## src/hw/msrc_regs.svh

```systemverilog
// Register indices, field positions, reset values and timing counts of the standby block.
`ifndef MSRC_REGS_SVH
`define MSRC_REGS_SVH

// Register indices; the Avalon byte address of a register is four times its index.
`define MSRC_IDX_W            16
`define MSRC_ADDR_W           18
`define MSRC_IDX_REF_CTRL     16'hFFA4
`define MSRC_IDX_STATUS       16'hFFA6
`define MSRC_IDX_STANDBY      16'hFFFB

// Module standby register fields; a 1 lets the module run.
`define MSRC_SB_ADDR_BREAK    7
`define MSRC_SB_PULSE_UNIT    6
`define MSRC_SB_I2C_IF        5
`define MSRC_SB_PWM_B         4
`define MSRC_SB_EVENT_CNT     3
`define MSRC_SB_WATCHDOG      2
`define MSRC_SB_PWM_A         1
`define MSRC_SB_LCD           0
`define MSRC_SB_RESET         8'h80

// Reference control register fields.
`define MSRC_REF_RUN          7
`define MSRC_REF_RSVD_HI      6
`define MSRC_REF_RSVD_LO      3
`define MSRC_REF_RSVD_VAL     4'hF
`define MSRC_REF_TRIM_HI      2
`define MSRC_REF_TRIM_LO      0
`define MSRC_REF_RUN_RESET    1'b1
`define MSRC_REF_TRIM_RESET   3'h0

// Status register fields.
`define MSRC_ST_WD_RUN        0
`define MSRC_ST_REF_SETTLED   1
`define MSRC_ST_WD_ON         2

// Reference settling time, rounded up to whole clock cycles.
`define MSRC_CLK_PERIOD_NS    20
`define MSRC_SETTLE_TIME_NS   70000
`define MSRC_SETTLE_CYCLES    ((`MSRC_SETTLE_TIME_NS + `MSRC_CLK_PERIOD_NS - 1) / `MSRC_CLK_PERIOD_NS)
`define MSRC_SETTLE_CNT_W     12

`endif

```

## src/hw/msrc_pkg.sv

```systemverilog
// Types shared by the standby and reference control block.
`default_nettype none
`include "msrc_regs.svh"
package msrc_pkg;
  typedef logic [`MSRC_IDX_W-1:0] msrc_idx_t;
  typedef logic [7:0]             msrc_byte_t;
  typedef logic [2:0]             msrc_trim_t;

  typedef struct packed {
    logic        wait_r;
    logic [31:0] rdata_r;
  } msrc_slv_s;

  typedef struct packed {
    logic [`MSRC_SETTLE_CNT_W-1:0] count_r;
    logic                          settled_r;
  } msrc_settle_s;

  typedef struct packed {
    msrc_byte_t standby_r;
    logic       ref_run_r;
    msrc_trim_t trim_r;
    logic       wd_run_r;
    logic       lcd_halt_r;
  } msrc_top_s;
endpackage
`default_nettype wire

```

## src/hw/msrc_reg_if.sv

```systemverilog
// Register access strobes between the bus slave and the register core.
`timescale 1ns/1ps
`default_nettype none
interface msrc_reg_if;
  import msrc_pkg::*;
  logic       wr_stb;
  logic       rd_stb;
  msrc_idx_t  index;
  msrc_byte_t wdata;
  msrc_byte_t rdata;
  modport bus  (output wr_stb, output rd_stb, output index, output wdata, input rdata);
  modport core (input wr_stb, input rd_stb, input index, input wdata, output rdata);
endinterface
`default_nettype wire

```

## src/hw/msrc_avmm_slave.sv

```systemverilog
// Avalon-MM slave that answers every access one cycle after it is seen.
`timescale 1ns/1ps
`default_nettype none
`include "msrc_regs.svh"
module msrc_avmm_slave (
  input  wire logic                     clock,
  input  wire logic                     rst_b,
  input  wire logic [`MSRC_ADDR_W-1:0]  avs_address,
  input  wire logic                     avs_read,
  input  wire logic                     avs_write,
  input  wire logic [31:0]              avs_writedata,
  input  wire logic [3:0]               avs_byteenable,
  output logic      [31:0]              avs_readdata,
  output logic                          avs_waitrequest,
  msrc_reg_if.bus                       rif
);
  import msrc_pkg::*;

  msrc_slv_s s;
  msrc_slv_s s_nxt;
  logic      accept;
  logic      aligned;

  always_comb begin
    aligned    = (avs_address[1:0] == 2'h0);
    accept     = (avs_read | avs_write) & s.wait_r;
    rif.index  = avs_address[`MSRC_ADDR_W-1:2];
    rif.wdata  = avs_writedata[7:0];
    rif.wr_stb = accept & avs_write & avs_byteenable[0] & aligned;
    rif.rd_stb = accept & avs_read & aligned;
    s_nxt      = s;
    // Waitrequest drops for exactly one cycle per access, then rises again.
    if (accept) begin
      s_nxt.wait_r  = 1'b0;
      s_nxt.rdata_r = rif.rd_stb ? {24'h000000, rif.rdata} : 32'h00000000;
    end else begin
      s_nxt.wait_r  = 1'b1;
    end
  end

  always_ff @(posedge clock or negedge rst_b) begin
    if (!rst_b) begin
      s <= '{wait_r: 1'b1, rdata_r: 32'h00000000};
    end else begin
      s <= s_nxt;
    end
  end

  assign avs_readdata    = s.rdata_r;
  assign avs_waitrequest = s.wait_r;
endmodule
`default_nettype wire

```

## src/hw/msrc_settle.sv

```systemverilog
// Counts the reference settling time after the run request rises.
`timescale 1ns/1ps
`default_nettype none
`include "msrc_regs.svh"
module msrc_settle (
  input  wire logic clock,
  input  wire logic rst_b,
  input  wire logic run,
  output logic      settled
);
  import msrc_pkg::*;

  localparam logic [`MSRC_SETTLE_CNT_W-1:0] LAST = `MSRC_SETTLE_CNT_W'(`MSRC_SETTLE_CYCLES - 1);

  msrc_settle_s s;
  msrc_settle_s s_nxt;

  always_comb begin
    s_nxt = s;
    if (!run) begin
      s_nxt.count_r   = '0;
      s_nxt.settled_r = 1'b0;
    end else if (!s.settled_r) begin
      // Settled is only reported once the full settling time has run.
      if (s.count_r == LAST) begin
        s_nxt.settled_r = 1'b1;
      end else begin
        s_nxt.count_r = s.count_r + 1'b1;
      end
    end
  end

  always_ff @(posedge clock or negedge rst_b) begin
    if (!rst_b) begin
      s <= '{count_r: '0, settled_r: 1'b0};
    end else begin
      s <= s_nxt;
    end
  end

  assign settled = s.settled_r;
endmodule
`default_nettype wire

```

## src/hw/msrc_top.sv

```systemverilog
// Module standby and band-gap reference control registers behind an Avalon-MM slave.
`timescale 1ns/1ps
`default_nettype none
`include "msrc_regs.svh"
module msrc_top (
  input  wire logic                     clock,
  input  wire logic                     rst_b,
  input  wire logic [`MSRC_ADDR_W-1:0]  avs_address,
  input  wire logic                     avs_read,
  input  wire logic                     avs_write,
  input  wire logic [31:0]              avs_writedata,
  input  wire logic [3:0]               avs_byteenable,
  output logic      [31:0]              avs_readdata,
  output logic                          avs_waitrequest,
  input  wire logic                     watchdog_on,
  output logic                          addr_break_run,
  output logic                          pulse_unit_run,
  output logic                          i2c_if_run,
  output logic                          pwm_b_run,
  output logic                          event_counter_run,
  output logic                          watchdog_run,
  output logic                          pwm_a_run,
  output logic                          lcd_run,
  output logic                          reference_run,
  output msrc_pkg::msrc_trim_t          reference_trim,
  output logic                          lcd_supply_halt
);
  import msrc_pkg::*;

  msrc_reg_if rif ();

  msrc_top_s s;
  msrc_top_s s_nxt;
  logic      sb_wr;
  logic      ref_wr;
  logic      settled;

  msrc_avmm_slave u_slave (
    .clock           (clock),
    .rst_b           (rst_b),
    .avs_address     (avs_address),
    .avs_read        (avs_read),
    .avs_write       (avs_write),
    .avs_writedata   (avs_writedata),
    .avs_byteenable  (avs_byteenable),
    .avs_readdata    (avs_readdata),
    .avs_waitrequest (avs_waitrequest),
    .rif             (rif)
  );

  // Status bit only; software may poll it instead of timing the wait itself.
  msrc_settle u_settle (
    .clock   (clock),
    .rst_b   (rst_b),
    .run     (s.ref_run_r),
    .settled (settled)
  );

  always_comb begin
    sb_wr  = rif.wr_stb & (rif.index == `MSRC_IDX_STANDBY);
    ref_wr = rif.wr_stb & (rif.index == `MSRC_IDX_REF_CTRL);
    s_nxt  = s;
    if (sb_wr) begin
      s_nxt.standby_r = rif.wdata;
    end
    if (ref_wr) begin
      s_nxt.ref_run_r = rif.wdata[`MSRC_REF_RUN];
      s_nxt.trim_r    = rif.wdata[`MSRC_REF_TRIM_HI:`MSRC_REF_TRIM_LO];
    end
    // While watchdog_on is set the watchdog ignores its standby bit; no register write clears watchdog_on.
    s_nxt.wd_run_r   = s_nxt.standby_r[`MSRC_SB_WATCHDOG] | watchdog_on;
    s_nxt.lcd_halt_r = ~s_nxt.ref_run_r;
  end

  always_comb begin
    rif.rdata = 8'h00;
    unique case (rif.index)
      `MSRC_IDX_STANDBY: begin
        rif.rdata = s.standby_r;
      end
      `MSRC_IDX_REF_CTRL: begin
        rif.rdata = {s.ref_run_r, `MSRC_REF_RSVD_VAL, s.trim_r};
      end
      `MSRC_IDX_STATUS: begin
        rif.rdata[`MSRC_ST_WD_RUN]      = s.wd_run_r;
        rif.rdata[`MSRC_ST_REF_SETTLED] = settled;
        rif.rdata[`MSRC_ST_WD_ON]       = watchdog_on;
      end
      default: begin
        rif.rdata = 8'h00;
      end
    endcase
  end

  always_ff @(posedge clock or negedge rst_b) begin
    if (!rst_b) begin
      s <= '{standby_r:  `MSRC_SB_RESET,
             ref_run_r:  `MSRC_REF_RUN_RESET,
             trim_r:     `MSRC_REF_TRIM_RESET,
             wd_run_r:   1'b0,
             lcd_halt_r: ~`MSRC_REF_RUN_RESET};
    end else begin
      s <= s_nxt;
    end
  end

  // Each module's run output is its stored standby bit, except watchdog_run, which is that bit ORed with watchdog_on.
  assign addr_break_run    = s.standby_r[`MSRC_SB_ADDR_BREAK];
  assign pulse_unit_run    = s.standby_r[`MSRC_SB_PULSE_UNIT];
  assign i2c_if_run        = s.standby_r[`MSRC_SB_I2C_IF];
  assign pwm_b_run         = s.standby_r[`MSRC_SB_PWM_B];
  assign event_counter_run = s.standby_r[`MSRC_SB_EVENT_CNT];
  assign watchdog_run      = s.wd_run_r;
  assign pwm_a_run         = s.standby_r[`MSRC_SB_PWM_A];
  assign lcd_run           = s.standby_r[`MSRC_SB_LCD];
  assign reference_run     = s.ref_run_r;
  assign reference_trim    = s.trim_r;
  assign lcd_supply_halt   = s.lcd_halt_r;
endmodule
`default_nettype wire

```

## config.mk

```make
export PLATFORM = sky130hd
export DESIGN_NAME = msrc_top
export DESIGN_NICKNAME = d
export VERILOG_FILES = /design/src/hw/msrc_pkg.sv /design/src/hw/msrc_reg_if.sv /design/src/hw/msrc_avmm_slave.sv /design/src/hw/msrc_settle.sv /design/src/hw/msrc_top.sv
export VERILOG_INCLUDE_DIRS = /design/src /design/src/hw
export SDC_FILE = /design/constraint.sdc
export NUM_CORES = 1
export LEC_CHECK = 0
export BUFFER_PORTS_ARGS = -buffer_cell sky130_fd_sc_hd__buf_4
export CAP_MARGIN = 30
export CORE_ASPECT_RATIO = 1.1
export CORE_MARGIN = 1.5
export CORE_UTILIZATION = 40
export CTS_CLUSTER_DIAMETER = 200
export DETAILED_ROUTE_END_ITERATION = 7
export PLACE_DENSITY = 0.76
export SYNTH_ARGS = -nofsm -noshare
export SYNTH_HDL_FRONTEND = slang
export SYNTH_SLANG_ARGS = --single-unit
```

## constraint.sdc

```tcl
create_clock -name clock -period 1.5 [get_ports clock]
set_input_delay 0.075 -clock clock [delete_from_list [all_inputs] [get_ports clock]]
set_output_delay 0.075 -clock clock [all_outputs]
set_load 0.02 [all_outputs]
```

; Word level (Yosys, flattened, before mapping)
; Index checks and enable logic that the tools add are counted.
[word_totals]
regBits = 60
wordCells = 40
[op_classes]
bitwise_logic = 11
n_reduce_logical = 2
n_eq_ne = 6
n_addsub = 1
muxes = 10
[op_table]
columns = operator, n
row1 = $eq 16x16->1 const B, 3
row2 = $mux 13, 2
row3 = $add 12x1->12 const B, 1
row4 = $eq 12x12->1 const B, 1
row5 = $mux 12, 1
row6 = $pmux 5 s2, 1
row7 = $pmux 3 s3, 1
row8 = $and 1x1->1, 8
row9 = $mux 8, 1
row10 = $mux 4, 1
row11 = $ne 2x2->1 const B, 2
row12 = $mux 3, 1
row13 = $logic_not 2->1, 1
row14 = $mux 1, 2
row15 = $or 1x1->1, 2
row16 = $reduce_and 2->1, 1
row17 = $not 1->1, 1

; Logic depth before layout (Yosys ltp)
[logic_depth]
ltp_word = 8
ltp_mapped = 5
mapped_depth_nobuf = 5

; Cells and area by module
; Synthesis repeated with hierarchy kept, for this count alone.
[hier_totals]
cells_unflattened = 207
hier_area_um2 = 2198.4
[by_module_without_submodules]
columns = module, cells_per_inst, seq_area_each_um2, n_inst, area_per_inst_um2
row1 = msrc_top, 64, 352.8, 1, 795.8
row2 = msrc_avmm_slave, 71, 226.5, 1, 705.7
row3 = msrc_settle, 72, 325.3, 1, 696.9

; Least setup slack after synthesis
; No wires, ideal clock.
[synth_timing]
path_type = flip-flop to flip-flop
start = reg u_settle.s[1] (netlist bit)
end = reg u_settle.s[7] (netlist bit)
period_less_slack_ns = 1.663
path_slack_ns = -0.163
arrival_ns = 1.539
stages_incl_launch_ff = 6
t_required_ns = 1.376
cell_sequence = dfrtp_1 > ha_1 > and4_1 > a41oi_1 > nand3_1 > mux2i_1
[synth_via]
elab_chain_len = 4
word_cells_on_any_way = 7
[synth_rtl]
columns = item, line
row1 = "start, declared", msrc_settle.sv:15  ; msrc_settle_s s;
row2 = "start signal, assigned", msrc_settle.sv:35  ; s <= '{count_r: '0, settled_r: 1'b0};
row3 = "start signal, assigned", msrc_settle.sv:37  ; s <= s_nxt;
row4 = $add 12x1->12, msrc_settle.sv:28  ; s_nxt.count_r = s.count_r + 1'b1;
row5 = $mux 12, msrc_settle.sv:25  ; if (s.count_r == LAST) begin
row6 = $mux 13, msrc_settle.sv:23  ; end else if (!s.settled_r) begin
row7 = $mux 13, msrc_settle.sv:20  ; if (!run) begin
; Several ways; a longest one is shown, not always the timed one. The select of a mux whose other input is x is not followed.
; A chain may end at the register's enable or synchronous reset.

; Worst setup path after layout
[layout_timing]
start = reg u_slave.s (netlist bit u_slave.avs_waitrequest)
end = reg u_slave.s (netlist bit u_slave.avs_readdata[2])
[layout_via]
elab_chain_len = 4
[layout_rtl]
columns = item, line
row1 = "start, declared", msrc_avmm_slave.sv:19  ; msrc_slv_s s;
row2 = "start signal, assigned", msrc_avmm_slave.sv:43  ; s <= '{wait_r: 1'b1, rdata_r: 32'h00000000};
row3 = "start signal, assigned", msrc_avmm_slave.sv:45  ; s <= s_nxt;
row4 = $and 1x1->1 (*), msrc_avmm_slave.sv:26  ; accept = (avs_read | avs_write) & s.wait_r;
row5 = $and 1x1->1 (2 in series), msrc_avmm_slave.sv:30  ; rif.rd_stb = accept & avs_read & aligned;
row6 = $mux 8, msrc_avmm_slave.sv:35  ; s_nxt.rdata_r = rif.rd_stb ? {24'h000000, rif.rdata} : 32'h00000000;
; Every way passes the cells marked *; elsewhere a longest branch is shown, timed or not.

==> results_dict.tcl <==
set metrics [dict create \
    cts_tree "done" \
    dp.cells 302 \
    drv_cap 0 \
    worstPathArrival_ps 1710 \
    wl_mm 4.37 \
    grt_max_degree 37 \
    startpoint_type "flip-flop" \
    p_sw_share_pct 27.2 \
    drtIter0Drc 39 \
    power_density_nw_per_um2 717 \
    whs_path_depth 2 \
    dieWidth_um 69.5 \
    routedWlPerCell_um 13.8 \
    port_buffers 53 \
    crit_path_end_kind "flip-flop" \
    status "finished, final reports clean" \
    mostFrequentLayoutCell "buf_4" \
    hold_path.class "primary input to flip-flop" \
    fmax_mhz 675 \
    crit_required_ps 1730 \
    clkTransAtPathRegs_ps 80 \
    drive_above_1_share_pct 42.1 \
    synth_flop_cell "dfrtp_1" \
    grt_pass1_vias 1526 \
    ios 105 \
    pwr-share-comb_pct 11.0 \
    clkPwrFrac_pct 37.8 \
    setup_ws_ps 18.7 \
    p_total_mw 1.91 \
    ctsRootBufferMaster "clkbuf_8" \
    clock_sinks 36 \
    vias 1570 \
    skew_ps 7.53 \
    path_cells "nand4bb_1 > nor4_2 > buf_4 > a41oi_2 > o21ai_1" \
    die_area_um2 5290 \
    seq_area_frac_synth_pct 46.5 \
    finalCritPeriodShare_pct 98.8 \
    drv_slew 0 \
    antenna_found_initial 0 \
    critPathSlowestCell "dfstp_2" \
    async_reset_ff_share_pct 100 \
    clock_latency_ps 300 \
    pwr-share-seq_pct 51.2 \
    place_hpwl_mm 3.18 \
    power_leakage_nw 1.29 \
    power.net_switching_mw 0.521 \
    vias_per_cell 4.95 \
    drcViolationCount 0 \
    slowest_delay_ps 550 \
    synth-edff-count 0 \
    final_nets 320 \
    firstDrtPassIters 4 \
    finalCoreUtilization_pct 57.4 \
    setup-violations-final 0 \
    criticalPathCategory "flip-flop to flip-flop" \
    place_ws_ps -125 \
    hold_ws_ps 7.07 \
    fin_setup_tns_ps 0 \
    worst-path-stages 5 \
    place_area_um2 2430 \
    area_growth_pct 37.3 \
    final_area_um2 2670 \
    finalHoldViolations 0 \
    cp_max_fo 4 \
    path_buf_inv 1 \
    reg2reg_depth 5 \
    place_congestion 0.791 \
    cts_max_level 2 \
    final_cells 317 \
    grt_usage_pct 16.6 \
    synth_area_per_cell_um2 10.8 \
    numCtsBuffers 5 \
    final_cell_mix "buf_4, dfrtp_1, conb_1" \
    grt_first_pass_wirelength_mm 7.04 \
    ir_drop_mv 0.415 \
    p_int_mw 1.39 \
    diodes 0 \
    drtAntennaViolNets 0 \
    fin_crit_ps 1480 \
    cts_max_path_buffers 2 \
    rsz0062_at_grt "yes" \
    ys_ff_latch 36 \
    grt_overflow_total 0 \
    placementRows 26 \
    syn_area_um2 1940 \
    path_delay_family "flip-flops" \
    netlist_instances 180 \
    start_util_pct 41.8 \
    core_area_um2 4650 \
    die_y_um 76.1 \
    synth.distinct_cells 41 \
    yosysWarnings 0 \
]
-- cell type report --
cell class              instances  area (um^2)
clock buffers                   5         68.8
clock inverters                 3         23.8
fillers                       410         1980
inverters                       2         7.51
multi-input cells             137          990
flip-flops and latches         36          905
well taps                      56         70.1
repair buffers                 78          604
-- registers in the layout, indices dropped and copies added, names as in the netlist --
register / cells
u_settle.s: 12
u_slave.avs_readdata: 8
reference_trim: 3
addr_break_run: 1
event_counter_run: 1
i2c_if_run: 1
lcd_run: 1
lcd_supply_halt: 1
pulse_unit_run: 1
pwm_a_run: 1
pwm_b_run: 1
reference_run: 1
s: 1
u_settle.settled: 1
u_slave.avs_waitrequest: 1
watchdog_run: 1
-- power by group through the flow --
stage / Clock (mW) / Combinational [mW] / Sequential [mW]
2_1_floorplan: 0 / 0.122 / 1.01
3_3_place_gp: 0 / 0.192 / 0.999
3_5_place_dp: 0 / 0.195 / 0.999
4_1_cts: 0.732 / 0.208 / 0.980
5_1_grt: 0.770 / 0.228 / 0.982
6_report: 0.724 / 0.210 / 0.980
-- layer usage --
metal	up-vias	wire length [um]	GRT usage [%]
li1	755	-	-
met1	759	1830	20.2
met2	49	2240	28.3
met3	7	223	3.97
met4	0	75	6.47
met5	-	0	0
-- logic make-up (layout without fill, tap and decap cells) --
| family | Yosys count | after routing | synth area share [%] |
|---|---|---|---|
| DFF | 36 | 36 | 46.5 |
| other | 1 | 24 | 0.193 |
| muxes | 15 | 15 | 9.20 |
| AOI/OAI and AO/OA | 28 | 28 | 8.94 |
| xor gates and xnor gates | 7 | 7 | 3.15 |
| adders and majority gates | 1 | 1 | 0.643 |
| buffers and inverters | 30 | 88 | 11.0 |
| and+or+nand+nor | 62 | 62 | 20.3 |
-- Yosys cell counts (all sizes together) (2+ instances only) --
cell | number | share of area (%)
nor2 | 14 | 2.7
mux2i | 4 | 2.1
nand2 | 14 | 3.2
mux2 | 11 | 7.1
buf | 27 | 10
and2 | 3 | 0.97
dfrtp | 33 | 42
xor2 | 5 | 2.3
inv | 2 | 0.39
dfstp | 3 | 4.1
a21oi | 6 | 1.5
and3 | 2 | 0.64
a41oi | 4 | 1.8
nand3 | 3 | 0.77
nand4b | 3 | 1.4
nor4 | 3 | 2.5
nand2b | 2 | 0.64
a22oi | 4 | 1.5
nand4 | 7 | 2.3
xnor2 | 2 | 0.90
o21ai | 11 | 2.8
and4 | 3 | 1.4
-- worst paths after layout --
path	start	endpoint	slack [ps]
max in group asynchronous	rst_b	u_slave.avs_waitrequest$_DFF_PN1_	890
min in group asynchronous	rst_b	u_settle.s[10]$_DFFE_PN0P_	270
min reg2reg	u_slave.avs_readdata[7]$_DFFE_PN0N_	u_slave.avs_readdata[7]$_DFFE_PN0N_	490
max	u_slave.avs_waitrequest$_DFF_PN1_	u_slave.avs_readdata[2]$_DFFE_PN0N_	20
min	avs_writedata[5]	i2c_if_run$_DFFE_PN0P_	7
max reg2reg	u_slave.avs_waitrequest$_DFF_PN1_	u_slave.avs_readdata[2]$_DFFE_PN0N_	20
-- timing repair --
item | in CTS | in global routing
gates resized for setup | 1 | 16
pin swaps | 0 | 6
setup buffers | 0 | 1
endpoints found under the hold margin | 38 | 0
setup endpoints to repair | 1 | 18
hold buffers | 6 | 0
No activity file was read; power rests on OpenSTA's default activity.
